==> src/include/tksu_defines.vh <==
// register map, field layout, reset values and counts of the touch unit
`ifndef TKSU_DEFINES_VH
`define TKSU_DEFINES_VH

// register byte offsets
`define TKSU_OFF_CTRL        8'h00
`define TKSU_OFF_SEQ         8'h04
`define TKSU_OFF_STATUS      8'h08
`define TKSU_OFF_MASK        8'h0C
`define TKSU_OFF_CHARGE2     8'h10
`define TKSU_OFF_CHGOFFSET   8'h3C
`define TKSU_OFF_START_DATA  8'h4C

// control register fields
`define TKSU_CTRL_POWER_BIT  0
`define TKSU_CTRL_TOUCH_BIT  1
`define TKSU_CTRL_W          2

// sequence register: channel of the first regular slot
`define TKSU_SEQ_CH_W        5

// status and mask fields
`define TKSU_ST_EOC_BIT      0
`define TKSU_ST_DROP_BIT     1
`define TKSU_ST_W            2
`define TKSU_ST_BUSY_BIT     8

// charge selector layout
`define TKSU_SEL_W           3
`define TKSU_SEL_NUM         10
`define TKSU_CHARGE2_W       30

// byte-wide fields and the 16-bit data field
`define TKSU_OFFSET_W        8
`define TKSU_DCG_W           8
`define TKSU_DATA_W          16

// reset values
`define TKSU_RST_CTRL        2'h0
`define TKSU_RST_SEQ         5'h00
`define TKSU_RST_MASK        2'h0
`define TKSU_RST_CHARGE2     30'h00000000
`define TKSU_RST_OFFSET      8'h00
`define TKSU_RST_DCG         8'h00
`define TKSU_RST_DATA        16'h0000

// charge selector decode: base cycles of the even and odd families
`define TKSU_CHG_BASE_LOW    9'h004
`define TKSU_CHG_BASE_HIGH   9'h005

// width of the phase timer
`define TKSU_CNT_W           9

`endif

==> src/verilog/tksu_phase_timer.v <==
// loadable down counter that times one phase of a touch measurement
`timescale 1ns/1ps
module tksu_phase_timer #(
  parameter CNT_W = 9
) (
  // clock and reset
  input  wire             pclk,
  input  wire             presetn,
  // control
  input  wire             load,
  input  wire [CNT_W-1:0] load_value,
  input  wire             tick,
  // status
  output reg              done_ff
);

  reg [CNT_W-1:0] cnt_ff;
  reg             run_ff;

  // a loaded count of n ends after n ticks; a count of zero ends at once
  always @(posedge pclk or negedge presetn)
  begin
    if (!presetn)
    begin
      cnt_ff  <= {CNT_W{1'b0}};
      run_ff  <= 1'b0;
      done_ff <= 1'b0;
    end
    else if (load)
    begin
      cnt_ff  <= load_value;
      run_ff  <= 1'b1;
      done_ff <= 1'b0;
    end
    else if (run_ff && cnt_ff == {CNT_W{1'b0}})
    begin
      run_ff  <= 1'b0;
      done_ff <= 1'b1;
    end
    else
    begin
      done_ff <= 1'b0;
      if (run_ff && tick)
        cnt_ff <= cnt_ff - {{(CNT_W-1){1'b0}}, 1'b1};
    end
  end

endmodule // tksu_phase_timer

==> src/verilog/tksu_charge_ctrl.v <==
// touch-sense charge control: apb registers and measurement sequencer
`timescale 1ns/1ps
`include "tksu_defines.vh"
module tksu_charge_ctrl #(
  parameter ADC_DIV = 2
) (
  // clock and reset
  input  wire                           pclk,
  input  wire                           presetn,
  // apb slave
  input  wire                           psel,
  input  wire                           penable,
  input  wire                           pwrite,
  input  wire [7:0]                     paddr,
  input  wire [31:0]                    pwdata,
  output reg  [31:0]                    prdata_ff,
  output reg                            pready_ff,
  output reg                            pslverr_ff,
  // adc conversion unit
  input  wire                           adc_conv_done,
  input  wire [`TKSU_DATA_W-1:0]        adc_conv_data,
  input  wire [`TKSU_DATA_W-1:0]        adc_injected_result_first,
  output reg                            adc_power_on_ff,
  output reg                            touch_enable_ff,
  output reg  [`TKSU_SEQ_CH_W-1:0]      adc_channel_ff,
  output reg  [`TKSU_CHARGE2_W-1:0]     adc_sample_time_second_ff,
  output reg                            adc_conv_start_ff,
  // electrode drive
  output reg                            discharge_en_ff,
  output reg                            charge_en_ff,
  // interrupt
  output reg                            irq_ff
);

  // one-hot sequencer states
  localparam [4:0] ST_IDLE   = 5'h01;
  localparam [4:0] ST_DISCH  = 5'h02;
  localparam [4:0] ST_CHGSEL = 5'h04;
  localparam [4:0] ST_CHGOFF = 5'h08;
  localparam [4:0] ST_CONV   = 5'h10;

  localparam CW = `TKSU_CNT_W;

  // selector code to ADC clock cycles
  function [CW-1:0] tksu_chg_cycles;
    input [`TKSU_SEL_W-1:0] code;
    begin
      if (code[2])
        tksu_chg_cycles = `TKSU_CHG_BASE_HIGH + {6'h00, code[1:0], 1'b0};
      else
        tksu_chg_cycles = `TKSU_CHG_BASE_LOW + {6'h00, code[1:0], 1'b0};
    end
  endfunction

  // registers
  reg [`TKSU_OFFSET_W-1:0]  chg_offset_ff;
  reg [`TKSU_DCG_W-1:0]     dcg_time_ff;
  reg [`TKSU_DATA_W-1:0]    result_ff;
  reg [`TKSU_ST_W-1:0]      status_ff;
  reg [`TKSU_ST_W-1:0]      mask_ff;
  reg [4:0]                 state_ff;
  reg [4:0]                 nxt_state;
  reg [CW-1:0]              div_ff;
  reg                       adc_tick_ff;
  reg [31:0]                nxt_rdata;
  reg                       nxt_err;
  reg                       tmr_load;
  reg [CW-1:0]              tmr_value;
  reg                       tmr_tick;
  reg [`TKSU_SEL_W-1:0]     sel_code;
  wire                      tmr_done;
  wire                      wr_en;
  wire                      setup;
  wire                      start_req;
  wire                      start_ok;
  wire                      busy;
  wire                      eoc_set;
  wire                      drop_set;
  wire [`TKSU_ST_W-1:0]     st_set;
  wire [`TKSU_ST_W-1:0]     st_clr;
  integer                   i;

  assign setup    = psel & ~penable;
  assign wr_en    = psel & penable & pready_ff & pwrite & ~pslverr_ff;
  assign busy     = (state_ff != ST_IDLE);
  assign start_req = wr_en && paddr == `TKSU_OFF_START_DATA;
  // measurement only starts with the ADC powered and touch enabled
  assign start_ok = start_req & ~busy & adc_power_on_ff
                    & touch_enable_ff;
  assign eoc_set  = (state_ff == ST_CONV) & adc_conv_done;
  assign drop_set = start_req & ~start_ok;

  assign st_set = {drop_set, eoc_set};
  assign st_clr = (wr_en && paddr == `TKSU_OFF_STATUS) ?
                  pwdata[`TKSU_ST_W-1:0] : {`TKSU_ST_W{1'b0}};

  // ADC clock as a tick derived from the system clock
  always @(posedge pclk or negedge presetn)
  begin
    if (!presetn)
    begin
      div_ff      <= {CW{1'b0}};
      adc_tick_ff <= 1'b0;
    end
    else if (div_ff >= ADC_DIV[CW-1:0] - {{(CW-1){1'b0}}, 1'b1})
    begin
      div_ff      <= {CW{1'b0}};
      adc_tick_ff <= 1'b1;
    end
    else
    begin
      div_ff      <= div_ff + {{(CW-1){1'b0}}, 1'b1};
      adc_tick_ff <= 1'b0;
    end
  end

  // selector of the requested channel; channels beyond nine use code 0
  always @*
  begin
    sel_code = {`TKSU_SEL_W{1'b0}};
    for (i = 0; i < `TKSU_SEL_NUM; i = i + 1)
      if (adc_channel_ff == i[`TKSU_SEQ_CH_W-1:0])
        sel_code = adc_sample_time_second_ff[i*3 +: 3];
  end

  // sequencer
  always @*
  begin
    nxt_state = state_ff;
    tmr_load  = 1'b0;
    tmr_value = {CW{1'b0}};
    tmr_tick  = 1'b0;
    case (state_ff)
      ST_IDLE:
      begin
        if (start_ok)
        begin
          nxt_state = ST_DISCH;
          tmr_load  = 1'b1;
          tmr_value = {1'b0, pwdata[`TKSU_DCG_W-1:0]};
        end
      end
      ST_DISCH:
      begin
        tmr_tick = adc_tick_ff;
        if (tmr_done)
        begin
          nxt_state = ST_CHGSEL;
          tmr_load  = 1'b1;
          tmr_value = tksu_chg_cycles(sel_code);
        end
      end
      ST_CHGSEL:
      begin
        tmr_tick = adc_tick_ff;
        if (tmr_done)
        begin
          nxt_state = ST_CHGOFF;
          tmr_load  = 1'b1;
          tmr_value = {1'b0, chg_offset_ff};
        end
      end
      ST_CHGOFF:
      begin
        tmr_tick = 1'b1;
        if (tmr_done)
          nxt_state = ST_CONV;
      end
      ST_CONV:
      begin
        if (adc_conv_done)
          nxt_state = ST_IDLE;
      end
      default:
        nxt_state = ST_IDLE;
    endcase
  end

  tksu_phase_timer #(
    .CNT_W      (CW)
  ) u_timer (
    .pclk       (pclk),
    .presetn    (presetn),
    .load       (tmr_load),
    .load_value (tmr_value),
    .tick       (tmr_tick),
    .done_ff    (tmr_done)
  );

  always @(posedge pclk or negedge presetn)
  begin
    if (!presetn)
    begin
      state_ff          <= ST_IDLE;
      discharge_en_ff   <= 1'b0;
      charge_en_ff      <= 1'b0;
      adc_conv_start_ff <= 1'b0;
      result_ff         <= `TKSU_RST_DATA;
    end
    else
    begin
      state_ff          <= nxt_state;
      discharge_en_ff   <= (nxt_state == ST_DISCH);
      charge_en_ff      <= (nxt_state == ST_CHGSEL) ||
                           (nxt_state == ST_CHGOFF);
      adc_conv_start_ff <= (state_ff == ST_CHGOFF) &&
                           (nxt_state == ST_CONV);
      if (eoc_set)
        result_ff <= adc_conv_data;
    end
  end

  // software registers
  always @(posedge pclk or negedge presetn)
  begin
    if (!presetn)
    begin
      adc_power_on_ff           <= 1'b0;
      touch_enable_ff           <= 1'b0;
      adc_channel_ff            <= `TKSU_RST_SEQ;
      mask_ff                   <= `TKSU_RST_MASK;
      adc_sample_time_second_ff <= `TKSU_RST_CHARGE2;
      chg_offset_ff             <= `TKSU_RST_OFFSET;
      dcg_time_ff               <= `TKSU_RST_DCG;
    end
    else if (wr_en)
    begin
      case (paddr)
        `TKSU_OFF_CTRL:
        begin
          adc_power_on_ff <= pwdata[`TKSU_CTRL_POWER_BIT];
          touch_enable_ff <= pwdata[`TKSU_CTRL_TOUCH_BIT];
        end
        `TKSU_OFF_SEQ:
          adc_channel_ff <= pwdata[`TKSU_SEQ_CH_W-1:0];
        `TKSU_OFF_MASK:
          mask_ff <= pwdata[`TKSU_ST_W-1:0];
        `TKSU_OFF_CHARGE2:
          adc_sample_time_second_ff <=
            pwdata[`TKSU_CHARGE2_W-1:0];
        `TKSU_OFF_CHGOFFSET:
          chg_offset_ff <= pwdata[`TKSU_OFFSET_W-1:0];
        `TKSU_OFF_START_DATA:
        begin
          if (start_ok)
            dcg_time_ff <= pwdata[`TKSU_DCG_W-1:0];
        end
        default:
          dcg_time_ff <= dcg_time_ff;
      endcase
    end
  end

  // sticky status: a set in the clearing cycle wins
  always @(posedge pclk or negedge presetn)
  begin
    if (!presetn)
    begin
      status_ff <= {`TKSU_ST_W{1'b0}};
      irq_ff    <= 1'b0;
    end
    else
    begin
      status_ff <= (status_ff & ~st_clr) | st_set;
      irq_ff    <= |(((status_ff & ~st_clr) | st_set) & mask_ff);
    end
  end

  // read mux and decode
  always @*
  begin
    nxt_rdata = 32'h00000000;
    nxt_err   = 1'b0;
    case (paddr)
      `TKSU_OFF_CTRL:
      begin
        nxt_rdata[`TKSU_CTRL_POWER_BIT] = adc_power_on_ff;
        nxt_rdata[`TKSU_CTRL_TOUCH_BIT] = touch_enable_ff;
      end
      `TKSU_OFF_SEQ:
        nxt_rdata[`TKSU_SEQ_CH_W-1:0] = adc_channel_ff;
      `TKSU_OFF_STATUS:
      begin
        nxt_rdata[`TKSU_ST_W-1:0]     = status_ff;
        nxt_rdata[`TKSU_ST_BUSY_BIT]  = busy;
      end
      `TKSU_OFF_MASK:
        nxt_rdata[`TKSU_ST_W-1:0] = mask_ff;
      `TKSU_OFF_CHARGE2:
        nxt_rdata[`TKSU_CHARGE2_W-1:0] =
          adc_sample_time_second_ff;
      `TKSU_OFF_CHGOFFSET:
        nxt_rdata[`TKSU_DATA_W-1:0] = adc_injected_result_first;
      `TKSU_OFF_START_DATA:
        nxt_rdata[`TKSU_DATA_W-1:0] = result_ff;
      default:
        nxt_err = 1'b1;
    endcase
  end

  // zero-wait apb: answer prepared in setup, ready in the access cycle
  always @(posedge pclk or negedge presetn)
  begin
    if (!presetn)
    begin
      prdata_ff  <= 32'h00000000;
      pready_ff  <= 1'b0;
      pslverr_ff <= 1'b0;
    end
    else
    begin
      pready_ff  <= setup;
      pslverr_ff <= setup & nxt_err;
      if (setup && !pwrite)
        prdata_ff <= nxt_rdata;
    end
  end

endmodule // tksu_charge_ctrl

==> config.mk <==
export PLATFORM = sky130hd
export DESIGN_NAME = tksu_charge_ctrl
export DESIGN_NICKNAME = d
export VERILOG_FILES = /design/src/verilog/tksu_phase_timer.v /design/src/verilog/tksu_charge_ctrl.v
export VERILOG_INCLUDE_DIRS = /design/src /design/src/include
export SDC_FILE = /design/constraint.sdc
export NUM_CORES = 1
export LEC_CHECK = 0
export CAP_MARGIN = 20
export CORE_UTILIZATION = 40
export CTS_CLUSTER_SIZE = 24
export DETAILED_ROUTE_END_ITERATION = 10
export DONT_BUFFER_PORTS = 1
export HOLD_SLACK_MARGIN = 0.06
export MAX_ROUTING_LAYER = met4
export PLACE_DENSITY = 0.54
export SYNTH_ARGS = -nofsm -noshare
export SYNTH_HDL_FRONTEND = slang
export SYNTH_HIERARCHICAL = 1
export SYNTH_SLANG_ARGS = --single-unit
==> constraint.sdc <==
create_clock -name pclk -period 2.2 [get_ports pclk]
set_input_delay 0.22 -clock pclk [delete_from_list [all_inputs] [get_ports pclk]]
set_output_delay 0.22 -clock pclk [all_outputs]
set_load 0.005 [all_outputs]
; ---- Word level (Yosys, flattened, before mapping)
; Cells that the tools add are included.
[word_totals]
regBits = 127
input_bits = 78
out_inout_bits = 75
wordCells = 135
[classes]
add_sub_neg = 4
n_lt_le_gt_ge = 1
eq_ne = 26
n_mux = 42
bitwise_logic = 19
reduce_logical = 22
[ops]
columns = cell, n
row1 = two-way mux 9 bit, 4
row2 = "== test 5 x 3 -> 1 bit, second input constant", 6
row3 = two-way mux 3 bit, 10
row4 = two-way mux 5 bit, 5
row5 = case mux 5 bit (5 select lines), 1
row6 = case mux 8 bit (3 select lines), 1
row7 = case mux 7 bit (3 select lines), 1
row8 = "== test 5 x 2 -> 1 bit, second input constant", 4
row9 = "== test 5 x 4 -> 1 bit, second input constant", 4
row10 = "== test 8 x 4 -> 1 bit, second input constant", 2
row11 = two-way mux 8 bit, 2
row12 = two-way mux 14 bit, 1
row13 = case mux 2 bit (7 select lines), 1
row14 = case mux 3 bit (4 select lines), 1
row15 = AND reduction 2 bit, 6
row16 = bitwise AND 1 bit, 11
row17 = "== test 5 x 1 -> 1 bit, second input constant", 2
row18 = "== test 5 bit, second input constant", 2
row19 = "adder 9 x 1 -> 9 bit, second input constant", 1
row20 = ">= comparator 9 x 1 -> 1 bit, second input constant", 1
row21 = zero test 9 bit, 1
row22 = case mux 3 bit (3 select lines), 1
row23 = "subtractor 9 x 1 -> 9 bit, second input constant", 1
row24 = "adder 3 x 3 -> 4 bit, first input constant", 2
row25 = 23 further kinds, 43

; ---- Logic depth before layout (Yosys ltp)
[depth]
depth_word = 16
ltp_mapped = 10
depth_no_buf = 8

; ---- Modules after synthesis
; Netlist, hierarchy kept.
[by_module_without_submodules]
columns = mod, instances, cells_per_inst, area_each_um2, seq_area_each_um2
row1 = tksu_charge_ctrl, 1, 496, 5534.1, 2904.0
row2 = tksu_phase_timer, 1, 68, 695.7, 275.3

; ---- Worst setup path after synthesis
; No wires, ideal clock.
[synth_timing]
kind = flip-flop to flip-flop
startpoint = register state_ff[1]
endpoint = register u_timer.cnt_ff[3]
setup_time_ns = 0.122
arrival_time_ns = 1.946
t_required_ns = 2.078
path_slack_ns = 0.133
path_stages_with_launch = 10
n_path_buf = 1
period_less_slack_ns = 2.067
cell_sequence = dfrtp_1 -> buf_2 -> inv_1 -> nor2_1 -> a2bb2oi_1 -> nor3_1 -> nand4bb_4 -> a311oi_1 -> xnor2_1 -> o21ai_1
[synth_via]
word_cells_on_any_way = 20
cone_classes = eq/ne (6) / mux (6) / bitwise (4) / reduce/logical (4)
[synth_rtl]
columns = element, line_no
row1 = "start, declared", tksu_charge_ctrl.v:61  ; reg [4:0] state_ff;
row2 = "start signal, assigned", tksu_charge_ctrl.v:202  ; state_ff <= nxt_state;
row3 = == test 5 x 3 -> 1 bit / == test 5 x 2 -> 1 bit (equally long branches), -
row4 = OR reduction 2 bit (no line), -
row5 = case mux 1 bit (2 select lines) (*), tksu_charge_ctrl.v:133  ; case (state_ff)
row6 = named net tmr_tick, tksu_charge_ctrl.v:69  ; reg tmr_tick;
row7 = logical AND 1 bit (*), tksu_phase_timer.v:43  ; if (run_ff && tick)
row8 = nonzero test 2 bit (no line) (*), -
row9 = AND reduction 2 bit (no line) (*), -
row10 = "end signal, assigned", tksu_phase_timer.v:25  ; cnt_ff <= {CNT_W{1'b0}};
row11 = "end signal, assigned", tksu_phase_timer.v:31  ; cnt_ff <= load_value;
row12 = "end signal, assigned", tksu_phase_timer.v:44  ; cnt_ff <= cnt_ff - {{(CNT_W-1){1'b0}}, 1'b1};
row13 = "end, declared", tksu_phase_timer.v:17  ; reg [CNT_W-1:0] cnt_ff;
; Mark *: on every way through the listed nets, which the timed path passes. The rest lies on a longest branch.
; A chain may end at the register's enable or synchronous reset.

; ---- Worst setup path after layout
[layout_timing]
startpoint = register state_ff[2]
endpoint = register u_timer.cnt_ff[8]
; Same word-level chain as after synthesis.

==> out/metrics.csv <==
stage;metric;value;unit
run_status;status;complete, but fails checks;
run_status;failing checks;negative hold slack;
placed_design;pre-CTS WS;46.4;ps
floorplan;Initial Util;41.0;%
global_route;number of global-route vias before repair;4569;
logic_synthesis;Synth cell types;72;
logic_synthesis;top_reg_cell synth;dfrtp_1;
setup_path;Worst Path Arrival;2350;ps
placed_design;Port-buffer cells;0;
timing;part of the cycle the worst path needs;92.8;%
global_route;initial antenna violation count;1;
floorplan;die area;16100;sq um
cts;Clock Sinks;127;
timing;Worst Skew;9.71;ps
detailed_routing;routed wire length per instance;20.3;um
floorplan;core area;15200;sq um
logic_synthesis;Seq/Total Area, Yosys;51.0;%
detailed_routing;DRC;0;
detailed_routing;Vias/cell;5.72;
timing;hold_ws;-498;ps
floorplan;Die Ht;127;um
setup_path;WS Path Type;reg2reg;
placed_design;Placed Area;6470;sq um
cts;TritonCTS Buffers;17;
detailed_routing;drt total wl;16800;um
detailed_routing;First-pass DRT Iterations;5;
cts;CTS tree;built;
timing;Setup TNS Final;0;ps
floorplan;IO Count;153;
setup_path;WP data required;2500;ps
run;maxcap violations;0;
floorplan;die width;127;um
timing;Fin. Hold Viols;127;
logic_synthesis;Synth Cell Area;6230;sq um
setup_path;crit path max-delay cell type;dfrtp_2;
timing;fmax;0.490;GHz
timing;Slew Viols, Final;0;
detailed_routing;Via Count;4738;
pwr;Pleak;3.40;nW
timing;Final WS setup;158;ps
cts;clk buf depth;2;
pwr;power density cells;698;nW/um^2
global_route;total grt overflow;0;
logic_synthesis;yosys warns;6;
logic_synthesis;Syn Inst Count;564;
cts;Worst-path clk slew;60;ps
detailed_routing;Final ANT Viol Nets;0;
placed_design;DP Wirelength;11700;um
floorplan;row count;45;
cells_and_area;post-route cell area;7560;sq um
detailed_routing;Initial DRC Count;380;
setup_path;worst-path maximum fanout;11;
cts;Hold Buf Count CTS;48;
cells_and_area;Layout area overhead;21.4;%
cts;cell chosen for the clock root;clkbuf_16;
setup_path;CP Launch Type;register;
global_route;pin count of the biggest net entering global routing;128;
global_route;first-pass GRT wire length;25800;um
placed_design;Placer Congestion;0.876;
hold_path;Hold Path Class;in2async;
cts;H-tree levels;4;
cells_and_area;fin nets;707;
setup_path;Setup crit end kind;register;
setup_path;cell breakdown of the critical path;nor2b_4 -> a21oi_1 -> a2bb2oi_1 -> nor3_1 -> buf_4 -> nand3_1 -> a31oi_4 -> and4b_1 -> o21ai_1;
cells_and_area;layout cell share with drive strength beyond 1;20.5;%
timing;Period minus WS final;2040;ps
timing;RSZ-0062 raised after global routing;false;
pwr;Peak supply drop;0.000513;V
setup_path;Largest stage delay, worst path;490;ps
cts;post-CTS setup repair buffer count;0;
logic_synthesis;register bit total from synthesis;127;
logic_synthesis;Post-synth ARST share;100;%
logic_synthesis;Avg Inst Size Synth;11.0;sq um
global_route;total global-route track usage;22.0;%
timing;final setup violation count;0;
cts;clock latency on the worst-skew pair;420;ps
logic_synthesis;Post-synth EDFFs;0;
pwr;Tot Pwr;0.00528;W
-- kinds of logic after synthesis --
logic type | after synthesis | synth area share (%)
AND/OR/NAND/NOR | 200 | 18.1
flip-flops | 127 | 51.0
buffers and inverters | 50 | 4.30
XOR/XNOR | 5 | 0.703
adder cells (fa/ha/maj) | 3 | 0.603
other | 1 | 0.0602
AO/OA/AOI/OAI | 108 | 12.3
multiplexers | 70 | 12.9
-- path summary, 6_finish.rpt --
check,from,to,slack (ps),cells past startpoint
min in group pclk,pwdata[4],u_timer/cnt_ff[4],60,3
min,presetn,prdata_ff[28],-500,0
max in group asynchronous,presetn,state_ff[0],2400,0
max reg2reg,state_ff[2],u_timer/cnt_ff[8],160,9
min reg2reg,prdata_ff[19],prdata_ff[19],490,2
max,state_ff[2],u_timer/cnt_ff[8],160,9
-- state kept, by name (all words and copies together) (netlist names), 2 cells and up --
name and cells:
mask_ff 2, status_ff 2, u_timer/cnt_ff 9, div_ff 9, result_ff 16, adc_channel_ff 5, prdata_ff 30, chg_offset_ff 8
adc_sample_time_second_ff 30, state_ff 5
-- layout by cell type, fill, tap and decap left out, types with 6 or more instances in the layout --
master         Yosys  final
nand2_1           71     71
and3_1             6      6
clkbuf_16          0     17
buf_4              8     23
o21ai_0           19     19
inv_1             13     13
nand4_1            6      6
a22oi_1           12     12
a22o_1            10     10
nor2b_1            8      7
dfrtp_1          126    124
mux2_2            47     47
nor2_1            34     33
nand3_1           30     30
o21ai_1           10     10
a21oi_1           18     18
mux2_1            16     16
dlygate4sd3_1      0     48
conb_1             1      9
-- synth_stat cells (all sizes together), types with 3 or more instances --
library cell    n  area share [%]
nor3b           6            0.98
nand4           6            0.60
or3             3            0.38
dfrtp         126              51
inv            13            0.78
a222oi          5            0.80
nand2b          5            0.50
xnor2           5            0.70
a21oi          18             1.4
a22oi          12             1.4
a22o           10             1.4
clkbuf         15            0.96
mux2           63              11
nor4            7             1.5
a31oi           4            0.60
and3            6            0.60
a32o            5            0.80
nor3            7            0.82
mux2i           5            0.80
buf            22             2.6
and2            4            0.40
o311ai          3            0.42
nor2           34             2.0
nand2          72             4.4
nand3          32             2.7
o21ai          29             2.3
ha              3            0.60
nor2b           8            0.80
-- cell type report --
class	instances	area, sq um
Fill cell	1363	7640
Sequential cell	127	3180
Multi-Input combinational cell	395	2840
Timing Repair Buffer	72	673
Clock buffer	22	474
Tap cell	188	235
Clock inverter	10	111
Inverter	13	48.8
Antenna cell	1	2.50
-- through the flow --
| stage | instances | hold WS, ps | util (%) |
|---|---|---|---|
| 2_1_floorplan | 572 | -75.6 | - |
| 3_3_place_gp | 747 | -67.1 | 42.6 |
| 3_5_place_dp | 747 | -70.4 | 42.6 |
| 4_1_cts | 827 | -523 | 49.6 |
| 5_1_grt | 828 | -521 | 49.8 |
| 6_report | 828 | -498 | 49.8 |
-- where the power goes --
group	internal (W)	leakage (nW)	switching [W]	total, W
Combinational	0.0000822	1.43	0.0000628	0.000145
Clock	0.00175	0.282	0.00102	0.00277
Sequential	0.00235	1.69	0.0000134	0.00237
-- worst max-delay path, delay by kind of cell, from the launching register on --
family / cells / cell delay, ps
AOI/OAI and AO/OA: 4 / 530
buffers and inverters: 1 / 180
DFF: 1 / 490
and+or+nand+nor: 4 / 750
-- metal layers --
| metal | vias to the layer above | track usage (%) | share of wire (%) |
|---|---|---|---|
| met5 | - | - | 0 |
| met2 | 206 | 32.4 | 46 |
| met1 | 2337 | 27.7 | 43 |
| met4 | 0 | 10.0 | 2.6 |
| met3 | 34 | 7.00 | 8.3 |
| li1 | 2161 | - | - |
-- timing repair --
item	CTS	global route
endpoints found under the setup margin	0	7
hold endpoints to repair	197	127
resized for setup	0	7
Power figures use the tool's default switching activity.
